## src/ovt_pkg.sv

```systemverilog
// Shared constants, register map and types for the dual-role support block
package ovt_pkg;

  // Clock and time base
  localparam int unsigned CLK_HZ = 10_000_000;
  localparam int unsigned CYC_PER_MS = CLK_HZ / 1000;

  // State timer timeouts and test intervals, in milliseconds
  localparam int unsigned TA_WAIT_VRISE_MS = 100;
  localparam int unsigned TA_WAIT_BCON_MS = 1000;
  localparam int unsigned TA_AIDL_BDIS_MS = 200;
  localparam int unsigned TB_ASE0_BRST_MS = 4;
  localparam int unsigned TB_SE0_SRP_MS = 2;
  localparam int unsigned TEST_STEP_MS = 15_000;
  localparam int unsigned RESUME_K_MS = 20;

  // Register byte offsets
  localparam logic [7:0] OFS_CTRL = 8'h00;
  localparam logic [7:0] OFS_STATE = 8'h04;
  localparam logic [7:0] OFS_EVENT = 8'h08;
  localparam logic [7:0] OFS_STATUS = 8'h0c;
  localparam logic [7:0] OFS_FLAGS = 8'h10;
  localparam logic [7:0] OFS_TEST_ID = 8'h14;
  localparam logic [7:0] OFS_TEST_PORT = 8'h18;
  localparam logic [7:0] OFS_TEST_STAT = 8'h1c;

  // CTRL fields
  localparam int CTRL_SUSP_REQ = 0;
  localparam int CTRL_CHRG_VBUS = 1;
  localparam int CTRL_DRV_VBUS = 2;
  localparam int CTRL_LOC_CONN = 3;
  localparam int CTRL_LOC_SOF = 4;
  localparam int CTRL_BUS_RST = 5;
  localparam int CTRL_W = 6;

  // EVENT fields, self-clearing
  localparam int EV_A_HNP_SENT = 0;
  localparam int EV_B_HNP_ACCEPT = 1;
  localparam int EV_B_BUS_RESET = 2;
  localparam int EV_HC_RESET = 3;
  localparam int EV_FIXTURE_ACK = 4;

  // FLAGS fields, W1C
  localparam int FL_VBUS_OVERCUR = 0;
  localparam int FL_ASE0_RESET = 1;

  // Test port field width
  localparam int PORT_W = 4;

  // Reset values
  localparam logic [CTRL_W-1:0] CTRL_RST = 6'h00;
  localparam logic [PORT_W-1:0] PORT_RST = 4'h0;

  typedef enum logic [2:0] {
    ST_OTHER,
    ST_B_IDLE,
    ST_A_WAIT_VRISE,
    ST_A_WAIT_BCON,
    ST_A_SUSPEND,
    ST_B_WAIT_ACON
  } ovt_otg_state_t;

  typedef enum logic [2:0] {
    TM_NONE,
    TM_SE0_NAK,
    TM_J,
    TM_K,
    TM_PACKET,
    TM_SUSP_RES,
    TM_STEP_DESC,
    TM_STEP_DATA
  } ovt_test_mode_t;

  typedef enum logic [2:0] {
    PH_IDLE,
    PH_SOF_A,
    PH_SUSP,
    PH_RESUME,
    PH_WAIT_ACK,
    PH_SOF_B,
    PH_DONE
  } ovt_phase_t;

  typedef struct packed {
    logic id;
    logic a_vbus_vld;
    logic a_sess_vld;
    logic b_sess_vld;
    logic b_sess_end;
    logic se0;
  } ovt_sense_t;

  typedef struct packed {
    logic hs_rx;
    logic drive_se0;
    logic drive_j;
    logic drive_k;
    logic send_packet;
    logic suspend;
    logic resume_k;
    logic sof_en;
  } ovt_port_ctl_t;

endpackage

```

## src/ovt_core.sv

```systemverilog
// Dual-role input/flag/output logic, state timers and test-mode dispatcher
// Function
// - In B idle, flag SE0 lasting beyond the pre-SRP minimum.
// - Flag session-end below, session-valid above their thresholds.
// - id reads low with an A plug inserted, high otherwise.
// - Suspend-request output holds while software wants the bus suspended.
// - A-side HNP flag sets after feature sent, clears on wait-bcon entry or reset.
// - B-side HNP flag sets on accept, clears on bus reset or lost session.
// - Charge-VBUS and drive-VBUS outputs follow their control bits.
// - Local-connect output shows this device signalling a connection.
// - Local-activity output high while this device makes bus activity.
// - Each state timer starts on state entry and clears on exit.
// - VBUS-rise timeout without VBUS valid flags overcurrent.
// - B-connect wait timeout lets the A side stop waiting.
// - Suspend disconnect timeout lets the A side end the session.
// - B SE0-to-reset timeout in wait-A-connect is treated as bus reset.
// - Compliance test device identity is flagged unsupported.
// - Test modes act on the port where the fixture is attached.
// - A test mode holds until the host controller reset event.
// - SE0-NAK code: high-speed receive and drive SE0 until reset.
// - J, K, packet codes hold J, K or send packets until reset.
// - Suspend-resume: SOFs 15 s, suspend 15 s, then resume K and SOFs.
// - Single-step descriptor: SOFs 15 s then GetDescriptor, SOFs continue.
// - Single-step data: GetDescriptor, fixture ACK, SOFs 15 s, then IN.
`timescale 1ns/1ps
module ovt_core
  import ovt_pkg::*;
#(
  parameter int unsigned VRISE_CYC = TA_WAIT_VRISE_MS * CYC_PER_MS,
  parameter int unsigned BCON_CYC = TA_WAIT_BCON_MS * CYC_PER_MS,
  parameter int unsigned AIDL_CYC = TA_AIDL_BDIS_MS * CYC_PER_MS,
  parameter int unsigned ASE0_CYC = TB_ASE0_BRST_MS * CYC_PER_MS,
  parameter int unsigned SE0_SRP_CYC = TB_SE0_SRP_MS * CYC_PER_MS,
  parameter int unsigned STEP_CYC = TEST_STEP_MS * CYC_PER_MS,
  parameter int unsigned RESUME_CYC = RESUME_K_MS * CYC_PER_MS,
  // Identity values are arbitrary
  parameter logic [15:0] TEST_VID = 16'h5a5a,
  parameter logic [15:0] PID_TEST_DEV = 16'h7700,
  parameter logic [15:0] PID_SE0_NAK = 16'h7701,
  parameter logic [15:0] PID_J = 16'h7702,
  parameter logic [15:0] PID_K = 16'h7703,
  parameter logic [15:0] PID_PACKET = 16'h7704,
  parameter logic [15:0] PID_SUSP_RES = 16'h7706,
  parameter logic [15:0] PID_STEP_DESC = 16'h7707,
  parameter logic [15:0] PID_STEP_DATA = 16'h7708
) (
  input wire logic clock_i, // 10 MHz controller clock
  input wire logic arst_n_i, // Asynchronous reset, active low
  input wire logic psel_i, // APB select
  input wire logic penable_i, // APB enable
  input wire logic pwrite_i, // APB direction, high for write
  input wire logic [7:0] paddr_i, // APB byte address
  input wire logic [31:0] pwdata_i, // APB write data
  output logic [31:0] prdata_o, // APB read data
  output logic pready_o, // APB ready
  output logic pslverr_o, // APB error for unmapped address
  input wire ovt_sense_t sense_i, // Comparator and line-state pins
  output logic id_o, // Synchronised id level
  output logic a_suspend_req_o, // Application bus suspend request
  output logic chrg_vbus_o, // Charge VBUS through resistor
  output logic drv_vbus_o, // Drive VBUS
  output logic loc_conn_o, // Local connect signalled
  output logic loc_sof_o, // Local bus activity
  output logic b_se0_srp_o, // SE0 long enough before SRP
  output logic a_set_b_hnp_en_o, // Peer HNP enabled by this A side
  output logic b_hnp_en_o, // Local HNP enabled as B side
  output logic [3:0] tmout_o, // Timeouts: vrise, bcon, aidl_bdis, ase0_brst
  output logic unsupported_o, // Compliance test device identity seen
  output ovt_test_mode_t test_mode_o, // Active test mode
  output logic [PORT_W-1:0] test_port_o, // Port under test
  output ovt_port_ctl_t port_ctl_o, // Port drive for the port under test
  output logic step_setup_o, // Pulse: issue GetDescriptor(Device)
  output logic step_in_o // Pulse: issue IN for descriptor data
);

  // Two-stage pin synchroniser
  ovt_sense_t sense_s1_ff;
  ovt_sense_t sense_ff;

  always_ff @(posedge clock_i or negedge arst_n_i) begin
    if (!arst_n_i) begin
      sense_s1_ff <= '0;
      sense_ff <= '0;
    end else begin
      sense_s1_ff <= sense_i;
      sense_ff <= sense_s1_ff;
    end
  end

  // APB slave, one access cycle, no wait states
  logic pready_ff;
  logic pslverr_ff;
  logic [31:0] prdata_ff;
  logic setup;
  logic wr_en;
  logic addr_ok;
  logic [31:0] rd_mux;

  assign setup = psel_i && !penable_i;
  assign wr_en = psel_i && penable_i && pwrite_i && pready_ff && !pslverr_ff;

  function automatic logic wr_to(input logic [7:0] ofs);
    wr_to = wr_en && (paddr_i == ofs);
  endfunction

  // Register state
  logic [CTRL_W-1:0] ctrl_ff;
  ovt_otg_state_t state_ff;
  ovt_otg_state_t prev_state_ff;
  logic [PORT_W-1:0] port_ff;
  logic [31:0] test_id_ff;
  logic [1:0] flags_ff;
  logic a_hnp_ff;
  logic b_hnp_ff;
  logic se0_srp_ff;
  logic unsup_ff;
  ovt_test_mode_t mode_ff;
  ovt_phase_t phase_ff;
  logic [31:0] st_cnt_ff;
  logic [31:0] se0_cnt_ff;
  logic [31:0] ph_cnt_ff;
  logic [3:0] tmo;
  logic [31:0] ev;
  logic hc_reset;
  logic b_reset_seen;
  logic [31:0] status_w;

  assign ev = wr_to(OFS_EVENT) ? pwdata_i : 32'h0;
  assign hc_reset = ev[EV_HC_RESET];

  always_comb begin
    addr_ok = 1'b1;
    rd_mux = 32'h0;
    unique case (paddr_i)
      OFS_CTRL: rd_mux = {26'h0, ctrl_ff};
      OFS_STATE: rd_mux = {29'h0, state_ff};
      OFS_EVENT: rd_mux = 32'h0;
      OFS_STATUS: rd_mux = status_w;
      OFS_FLAGS: rd_mux = {30'h0, flags_ff};
      OFS_TEST_ID: rd_mux = test_id_ff;
      OFS_TEST_PORT: rd_mux = {28'h0, port_ff};
      OFS_TEST_STAT: rd_mux = {25'h0, unsup_ff, phase_ff, mode_ff};
      default: addr_ok = 1'b0;
    endcase
  end

  always_ff @(posedge clock_i or negedge arst_n_i) begin
    if (!arst_n_i) begin
      pready_ff <= 1'b0;
      pslverr_ff <= 1'b0;
      prdata_ff <= 32'h0;
    end else begin
      pready_ff <= setup;
      pslverr_ff <= setup && !addr_ok;
      if (setup) begin
        prdata_ff <= (pwrite_i || !addr_ok) ? 32'h0 : rd_mux;
      end
    end
  end

  // Software control registers
  always_ff @(posedge clock_i or negedge arst_n_i) begin
    if (!arst_n_i) begin
      ctrl_ff <= CTRL_RST;
      state_ff <= ST_OTHER;
      port_ff <= PORT_RST;
    end else begin
      if (wr_to(OFS_CTRL)) begin
        ctrl_ff <= pwdata_i[CTRL_W-1:0];
      end
      if (wr_to(OFS_STATE)) begin
        state_ff <= (pwdata_i[2:0] > 3'h5) ? ST_OTHER : ovt_otg_state_t'(pwdata_i[2:0]);
      end
      if (wr_to(OFS_TEST_PORT)) begin
        port_ff <= pwdata_i[PORT_W-1:0];
      end
    end
  end

  // One shared timer; timed states never overlap
  function automatic logic [31:0] limit_of(input ovt_otg_state_t st);
    unique case (st)
      ST_A_WAIT_VRISE: limit_of = VRISE_CYC;
      ST_A_WAIT_BCON: limit_of = BCON_CYC;
      ST_A_SUSPEND: limit_of = AIDL_CYC;
      ST_B_WAIT_ACON: limit_of = ASE0_CYC;
      default: limit_of = 32'hffff_ffff;
    endcase
  endfunction

  always_ff @(posedge clock_i or negedge arst_n_i) begin
    if (!arst_n_i) begin
      prev_state_ff <= ST_OTHER;
      st_cnt_ff <= 32'h0;
    end else begin
      prev_state_ff <= state_ff;
      if (state_ff != prev_state_ff) begin
        st_cnt_ff <= 32'h0;
      end else if (st_cnt_ff < limit_of(state_ff)) begin
        st_cnt_ff <= st_cnt_ff + 32'h1;
      end
    end
  end

  always_comb begin
    tmo = 4'h0;
    if (state_ff == prev_state_ff && st_cnt_ff >= limit_of(state_ff)) begin
      tmo[0] = (state_ff == ST_A_WAIT_VRISE);
      tmo[1] = (state_ff == ST_A_WAIT_BCON);
      tmo[2] = (state_ff == ST_A_SUSPEND);
      tmo[3] = (state_ff == ST_B_WAIT_ACON);
    end
  end

  // W1C error flags; a new event beats the clear
  logic overcur_set;
  logic ase0_set;

  assign overcur_set = tmo[0] && !sense_ff.a_vbus_vld && !tmout_o[0];
  assign ase0_set = tmo[3] && !sense_ff.se0 ? 1'b0 : tmo[3] && !tmout_o[3];
  assign b_reset_seen = ev[EV_B_BUS_RESET] || ase0_set;

  always_ff @(posedge clock_i or negedge arst_n_i) begin
    if (!arst_n_i) begin
      flags_ff <= 2'h0;
    end else begin
      if (wr_to(OFS_FLAGS)) begin
        flags_ff <= flags_ff & ~pwdata_i[1:0];
      end
      if (overcur_set) begin
        flags_ff[FL_VBUS_OVERCUR] <= 1'b1;
      end
      if (ase0_set) begin
        flags_ff[FL_ASE0_RESET] <= 1'b1;
      end
    end
  end

  // SE0 duration in B idle
  always_ff @(posedge clock_i or negedge arst_n_i) begin
    if (!arst_n_i) begin
      se0_cnt_ff <= 32'h0;
      se0_srp_ff <= 1'b0;
    end else begin
      if (state_ff != ST_B_IDLE || !sense_ff.se0) begin
        se0_cnt_ff <= 32'h0;
        se0_srp_ff <= 1'b0;
      end else begin
        if (se0_cnt_ff <= SE0_SRP_CYC) begin
          se0_cnt_ff <= se0_cnt_ff + 32'h1;
        end
        se0_srp_ff <= (se0_cnt_ff > SE0_SRP_CYC);
      end
    end
  end

  // HNP flags; a set beats a same-cycle clear
  always_ff @(posedge clock_i or negedge arst_n_i) begin
    if (!arst_n_i) begin
      a_hnp_ff <= 1'b0;
    end else if (ev[EV_A_HNP_SENT]) begin
      a_hnp_ff <= 1'b1;
    end else if ((state_ff == ST_A_WAIT_BCON && prev_state_ff != ST_A_WAIT_BCON)
                 || ctrl_ff[CTRL_BUS_RST]) begin
      a_hnp_ff <= 1'b0;
    end
  end

  always_ff @(posedge clock_i or negedge arst_n_i) begin
    if (!arst_n_i) begin
      b_hnp_ff <= 1'b0;
    end else if (ev[EV_B_HNP_ACCEPT]) begin
      b_hnp_ff <= 1'b1;
    end else if (b_reset_seen || !sense_ff.b_sess_vld) begin
      b_hnp_ff <= 1'b0;
    end
  end

  // Test-mode dispatcher; only the controller reset ends a mode
  function automatic ovt_test_mode_t decode_mode(input logic [15:0] pid);
    if (pid == PID_SE0_NAK) decode_mode = TM_SE0_NAK;
    else if (pid == PID_J) decode_mode = TM_J;
    else if (pid == PID_K) decode_mode = TM_K;
    else if (pid == PID_PACKET) decode_mode = TM_PACKET;
    else if (pid == PID_SUSP_RES) decode_mode = TM_SUSP_RES;
    else if (pid == PID_STEP_DESC) decode_mode = TM_STEP_DESC;
    else if (pid == PID_STEP_DATA) decode_mode = TM_STEP_DATA;
    else decode_mode = TM_NONE;
  endfunction

  logic id_wr;
  logic step_setup_ff;
  logic step_in_ff;
  logic ph_done;

  assign id_wr = wr_to(OFS_TEST_ID);
  assign ph_done = (phase_ff == PH_RESUME) ? (ph_cnt_ff >= RESUME_CYC) : (ph_cnt_ff >= STEP_CYC);

  always_ff @(posedge clock_i or negedge arst_n_i) begin
    if (!arst_n_i) begin
      test_id_ff <= 32'h0;
      unsup_ff <= 1'b0;
    end else begin
      if (id_wr) begin
        test_id_ff <= pwdata_i;
      end
      if (id_wr && pwdata_i[31:16] == TEST_VID && pwdata_i[15:0] == PID_TEST_DEV) begin
        unsup_ff <= 1'b1;
      end else if (hc_reset) begin
        unsup_ff <= 1'b0;
      end
    end
  end

  // Mode and sequence phase
  always_ff @(posedge clock_i or negedge arst_n_i) begin
    if (!arst_n_i) begin
      mode_ff <= TM_NONE;
      phase_ff <= PH_IDLE;
      ph_cnt_ff <= 32'h0;
      step_setup_ff <= 1'b0;
      step_in_ff <= 1'b0;
    end else begin
      step_setup_ff <= 1'b0;
      step_in_ff <= 1'b0;
      ph_cnt_ff <= ph_done ? ph_cnt_ff : ph_cnt_ff + 32'h1;
      if (hc_reset) begin
        mode_ff <= TM_NONE;
        phase_ff <= PH_IDLE;
      end else if (mode_ff == TM_NONE) begin
        if (id_wr && pwdata_i[31:16] == TEST_VID) begin
          mode_ff <= decode_mode(pwdata_i[15:0]);
          ph_cnt_ff <= 32'h0;
          unique case (decode_mode(pwdata_i[15:0]))
            TM_SUSP_RES, TM_STEP_DESC: phase_ff <= PH_SOF_A;
            TM_STEP_DATA: begin
              phase_ff <= PH_WAIT_ACK;
              step_setup_ff <= 1'b1;
            end
            TM_NONE: phase_ff <= PH_IDLE;
            default: phase_ff <= PH_DONE;
          endcase
        end
      end else begin
        unique case (phase_ff)
          PH_SOF_A: if (ph_done) begin
            ph_cnt_ff <= 32'h0;
            if (mode_ff == TM_STEP_DESC) begin
              phase_ff <= PH_DONE;
              step_setup_ff <= 1'b1;
            end else begin
              phase_ff <= PH_SUSP;
            end
          end
          PH_SUSP: if (ph_done) begin
            phase_ff <= PH_RESUME;
            ph_cnt_ff <= 32'h0;
          end
          PH_RESUME: if (ph_done) begin
            phase_ff <= PH_DONE;
          end
          PH_WAIT_ACK: if (ev[EV_FIXTURE_ACK]) begin
            phase_ff <= PH_SOF_B;
            ph_cnt_ff <= 32'h0;
          end
          PH_SOF_B: if (ph_done) begin
            phase_ff <= PH_DONE;
            step_in_ff <= 1'b1;
          end
          PH_IDLE, PH_DONE: phase_ff <= phase_ff;
          default: phase_ff <= PH_DONE;
        endcase
      end
    end
  end

  // Test-port drive
  ovt_port_ctl_t port_nxt;

  always_comb begin
    port_nxt = '0;
    unique case (mode_ff)
      TM_SE0_NAK: begin
        port_nxt.hs_rx = 1'b1;
        port_nxt.drive_se0 = 1'b1;
      end
      TM_J: port_nxt.drive_j = 1'b1;
      TM_K: port_nxt.drive_k = 1'b1;
      TM_PACKET: port_nxt.send_packet = 1'b1;
      TM_SUSP_RES: begin
        port_nxt.suspend = (phase_ff == PH_SUSP);
        port_nxt.resume_k = (phase_ff == PH_RESUME);
        port_nxt.sof_en = (phase_ff == PH_SOF_A) || (phase_ff == PH_DONE);
      end
      TM_STEP_DESC, TM_STEP_DATA: port_nxt.sof_en = 1'b1;
      default: port_nxt = '0;
    endcase
  end

  assign status_w = {16'h0, tmo, b_hnp_ff, a_hnp_ff, se0_srp_ff, ctrl_ff[CTRL_BUS_RST],
                     2'h0, sense_ff.se0, sense_ff.b_sess_end, sense_ff.b_sess_vld,
                     sense_ff.a_sess_vld, sense_ff.a_vbus_vld, sense_ff.id};

  // Registered outputs
  always_ff @(posedge clock_i or negedge arst_n_i) begin
    if (!arst_n_i) begin
      id_o <= 1'b1;
      a_suspend_req_o <= 1'b0;
      chrg_vbus_o <= 1'b0;
      drv_vbus_o <= 1'b0;
      loc_conn_o <= 1'b0;
      loc_sof_o <= 1'b0;
      b_se0_srp_o <= 1'b0;
      a_set_b_hnp_en_o <= 1'b0;
      b_hnp_en_o <= 1'b0;
      tmout_o <= 4'h0;
      unsupported_o <= 1'b0;
      test_mode_o <= TM_NONE;
      test_port_o <= PORT_RST;
      port_ctl_o <= '0;
    end else begin
      id_o <= sense_ff.id;
      a_suspend_req_o <= ctrl_ff[CTRL_SUSP_REQ];
      chrg_vbus_o <= ctrl_ff[CTRL_CHRG_VBUS];
      drv_vbus_o <= ctrl_ff[CTRL_DRV_VBUS];
      loc_conn_o <= ctrl_ff[CTRL_LOC_CONN];
      loc_sof_o <= ctrl_ff[CTRL_LOC_SOF] || ctrl_ff[CTRL_BUS_RST] || port_nxt.sof_en;
      b_se0_srp_o <= se0_srp_ff;
      a_set_b_hnp_en_o <= a_hnp_ff;
      b_hnp_en_o <= b_hnp_ff;
      tmout_o <= tmo;
      unsupported_o <= unsup_ff;
      test_mode_o <= mode_ff;
      if (mode_ff == TM_NONE) begin
        test_port_o <= port_ff;
      end
      port_ctl_o <= port_nxt;
    end
  end

  assign prdata_o = prdata_ff;
  assign pready_o = pready_ff;
  assign pslverr_o = pslverr_ff;
  assign step_setup_o = step_setup_ff;
  assign step_in_o = step_in_ff;

endmodule

```

## config.mk

```make
export PLATFORM = sky130hd
export DESIGN_NAME = ovt_core
export DESIGN_NICKNAME = d
export VERILOG_FILES = /design/src/ovt_pkg.sv /design/src/ovt_core.sv
export SDC_FILE = /design/constraint.sdc
export NUM_CORES = 1
export LEC_CHECK = 0
export BUFFER_PORTS_ARGS = -buffer_cell sky130_fd_sc_hd__buf_4
export CORE_MARGIN = 5
export CORE_UTILIZATION = 47
export DETAILED_ROUTE_END_ITERATION = 8
export PLACE_DENSITY_LB_ADDON = 0.25
export SYNTH_ARGS = -nofsm -noshare
export SYNTH_HDL_FRONTEND = slang
export SYNTH_SLANG_ARGS = --single-unit
```

## constraint.sdc

```tcl
create_clock -name clock_i -period 3.3 [get_ports clock_i]
set_input_delay 0.165 -clock clock_i [delete_from_list [all_inputs] [get_ports clock_i]]
set_output_delay 0.165 -clock clock_i [all_outputs]
set_load 0.02 [all_outputs]
```

==> reports/metrics.csv <==
metric,value,unit
status,"complete, no violations",
worstPathMaxFanout,13,
power_leakage,6.80,nW
cts_buffer_depth,3,
drv_slew,0,
synth_edf_count,0,
multi_input_area,5720,sq um
cts_tree,done,
cts_htree_levels,1,
dpl.cell_count,1519,
yosys.area_share.simple,21.7,%
antenna_found_initial,0,
num_rows,57,
worstHoldPathType,input port to flop,
critical_path_class,flop to flop,
fin_cells,1611,
async_reset_ff_share,100,%
power.density,435,nW/um^2
clock_latency,0.55,ns
port_buffers,115,
firstDrtPassIters,5,
finalNetCount,1355,
finalInstanceArea,14500,sq um
yosysSeqAreaShare,49.5,%
relSlewSlack,45.6,%
grt_usage,21.3,%
synthXorXnorAreaFrac,1.05,%
cp.depth,12,
syn_area,11700,sq um
gp_congestion,0.897,
finClkSkew,0.0254,ns
arrival,3.61,ns
fmax,317,MHz
dpl_cell_area,13100,sq um
ys_ff_latch,232,
cts_sinks,232,
layout-drive-gt1-share,24.2,%
setup_viol,0,
design_power_total,6.31,mW
cp_cell_sequence,nand2_1 > inv_2 > nor2_4 > inv_4 > ha_1 > a21o_1 > a221o_1 > a221o_1 > or3_1 > buf_6 > nor4b_2 > mux2i_1,
wl_met3,1910,microns
vdd_ir_drop_max,0.410,mV
crit_buf_inv,3,
ys_types,72,
grt_start_max_net_pins,102,
fin_ws,0.142,ns
nFillCells,2026,
wl_met1,13800,microns
cp_slowest_cell,dfrtp_1,
critical_path.startpoint_type,flop,
yosysWarningCount,0,
core-area,24500,sq um
crit_family,simple AND/OR/NAND/NOR gates,
synthAdderAreaFrac,4.05,%
period_minus_slack,3.16,ns
wl_per_cell,18.9,microns
met2_length,14100,microns
grt_pass1_wl,50600,microns
cap_violations,0,
layout_commonest_cell,dfrtp_1,
die_y,168,microns
clkSlewWorstSetupHoldPaths,0.06,ns
avgSynthCellArea,10.5,sq um
place_hpwl,20600,microns
routed_wirelength,30500,microns
drc,0,
synthFlopType,dfrtp_1,
final_cell_mix,"dfrtp_1 (231), buf_4 (143), nand2_1 (128)",
worst_pin_slew,0.813,ns
synth_top_family_by_area,simple AND/OR/NAND/NOR gates,
final-seq-area,5810,sq um
top_layer,met4,
dieWidth,168,microns
finalHoldViolCount,0,
synthMuxAreaShare,7.84,%
dr.first_iter.drc_count,746,
rsz0062_at_grt,true,
crit_top_cell,a221o_1,
synth-compound-area-share,12.5,%
start_util,48.0,%
vias,9480,
pre_cts_ws,-0.0486,ns
antenna_left,0,
gr-total-overflow,0,
cts_made_buffers,27,
dieArea,28200,sq um
final_core_util,59.3,%
syn-num-nets,1204,
fin_crit_sh,95.7,%
syn_to_final_growth,23.7,%
vias_per_cell,5.88,
cp.required,3.76,ns
ios,116,
min_path_cells,4,
synthCells,1115,
antennaDiodeCount,0,
grt_pass1_vias,9433,
cts-root-buf,clkbuf_16,
end_kind,flop,
slowest_delay,0.40,ns
r2r_cells,12,
==> worst reg2reg max path, delay by kind of cell (launching register included) <==
kind / cells / cell delay, ns
flops: 1 / 0.40
simple gates: 4 / 0.96
fa+ha+maj: 1 / 0.31
buf+inv: 3 / 0.35
mux: 1 / 0.22
compound gates: 3 / 0.83
==> registers in the layout, summed over array words and instances, names as in the netlist, 2 cells and up <==
| signal | flops |
|---|---|
| ctrl_ff | 6 |
| flags_ff | 2 |
| mode_ff | 3 |
| ph_cnt_ff | 32 |
| phase_ff | 3 |
| port_ctl_o | 7 |
| port_ff | 4 |
| prdata_o | 32 |
| prev_state_ff | 3 |
| se0_cnt_ff | 32 |
| sense_ff | 6 |
| sense_s1_ff | 6 |
| st_cnt_ff | 32 |
| state_ff | 3 |
| test_id_ff | 32 |
| test_mode_o | 3 |
| test_port_o | 4 |
| tmout_o | 4 |
==> stage by stage <==
step	hold slack [ns]	setup TNS, ns
2_1_floorplan	-0.131	0
3_3_place_gp	0.275	0
3_5_place_dp	0.274	-0.0486
4_1_cts	0.0332	0
5_1_grt	0.0834	-0.0322
6_report	0.0610	0
==> power breakdown <==
| group | internal [mW] | switching (mW) |
|---|---|---|
| Clock | 1.71 | 1.24 |
| Sequential | 2.90 | 0.0739 |
| Combinational | 0.182 | 0.213 |
==> final timing paths <==
path / startpoint / end / slack (ns)
worst max register to register: state_ff[2] / st_cnt_ff[7] / 0.14
max in group asynchronous: arst_n_i / ph_cnt_ff[26] / 2.17
worst min-delay path: pwrite_i / prdata_o[13] / 0.06
worst min register to register: sense_s1_ff[4] / sense_ff[4] / 0.35
min in group asynchronous: arst_n_i / se0_cnt_ff[28] / 0.27
worst max-delay path: state_ff[2] / st_cnt_ff[7] / 0.14
==> cell usage after synthesis (4+ instances only) <==
cell type,count,share of area [%]
nor3_1,22,0.94
nor2b_1,6,0.32
a211oi_2,11,1.2
or4_1,10,0.64
nand4b_1,4,0.30
nand2b_1,36,1.9
a22oi_1,9,0.58
buf_2,5,0.21
ha_1,38,4.1
clkbuf_1,52,1.7
and2_1,26,1.4
nand3b_1,5,0.32
o31ai_1,19,1.2
mux2i_1,39,3.3
a211oi_1,19,1.2
nor2_1,45,1.4
a22o_1,17,1.3
or3_1,15,0.80
nor4_2,6,0.64
and4_1,7,0.52
nand3_1,29,1.2
or4_4,10,0.96
nor3b_1,6,0.38
inv_1,30,0.96
nand2_1,128,4.1
a221oi_1,6,0.45
a21oi_1,24,1.0
nor4bb_1,5,0.43
dfrtp_1,231,49
buf_1,8,0.26
nor4_1,30,1.6
a31oi_1,4,0.21
nand4_1,43,2.3
and3_1,13,0.69
a2111oi_2,8,1.0
xnor2_1,11,0.82
o21ai_0,41,1.7
mux2_2,43,4.1
==> timing repair <==
action | 4_1_cts | 5_1_grt
setup endpoints to repair | 4 | 31
setup buffers | 0 | 1
pin swaps | 0 | 2
hold endpoints to repair | 146 | 0
hold buffers | 41 | 0
gates resized for setup | 2 | 24
==> per-layer routing <==
layer	global-route usage (%)	vias up
li1	-	4444
met1	30.7	4733
met2	33.5	257
met3	4.53	46
met4	4.98	0
met5	0	-
==> area by class of cell <==
type,count,area share [%]
sequential,232,40.0
multi-input combinational,785,39.4
timing repair buffer,190,10.8
clock buffer,35,5.21
tap,324,2.79
clock inverter,15,0.914
inverter,30,0.793
==> kinds of logic (layout without fill, tap and decap cells) <==
logic type,count (synthesis),count (layout)
AND/OR/NAND/NOR,456,456
flip-flops,232,232
AO/OA/AOI/OAI,193,193
buffers and inverters,98,270
multiplexers,84,84
adder cells (fa/ha/maj),38,38
XOR/XNOR,14,14
Note: power is estimated with default switching activity, not from simulation.
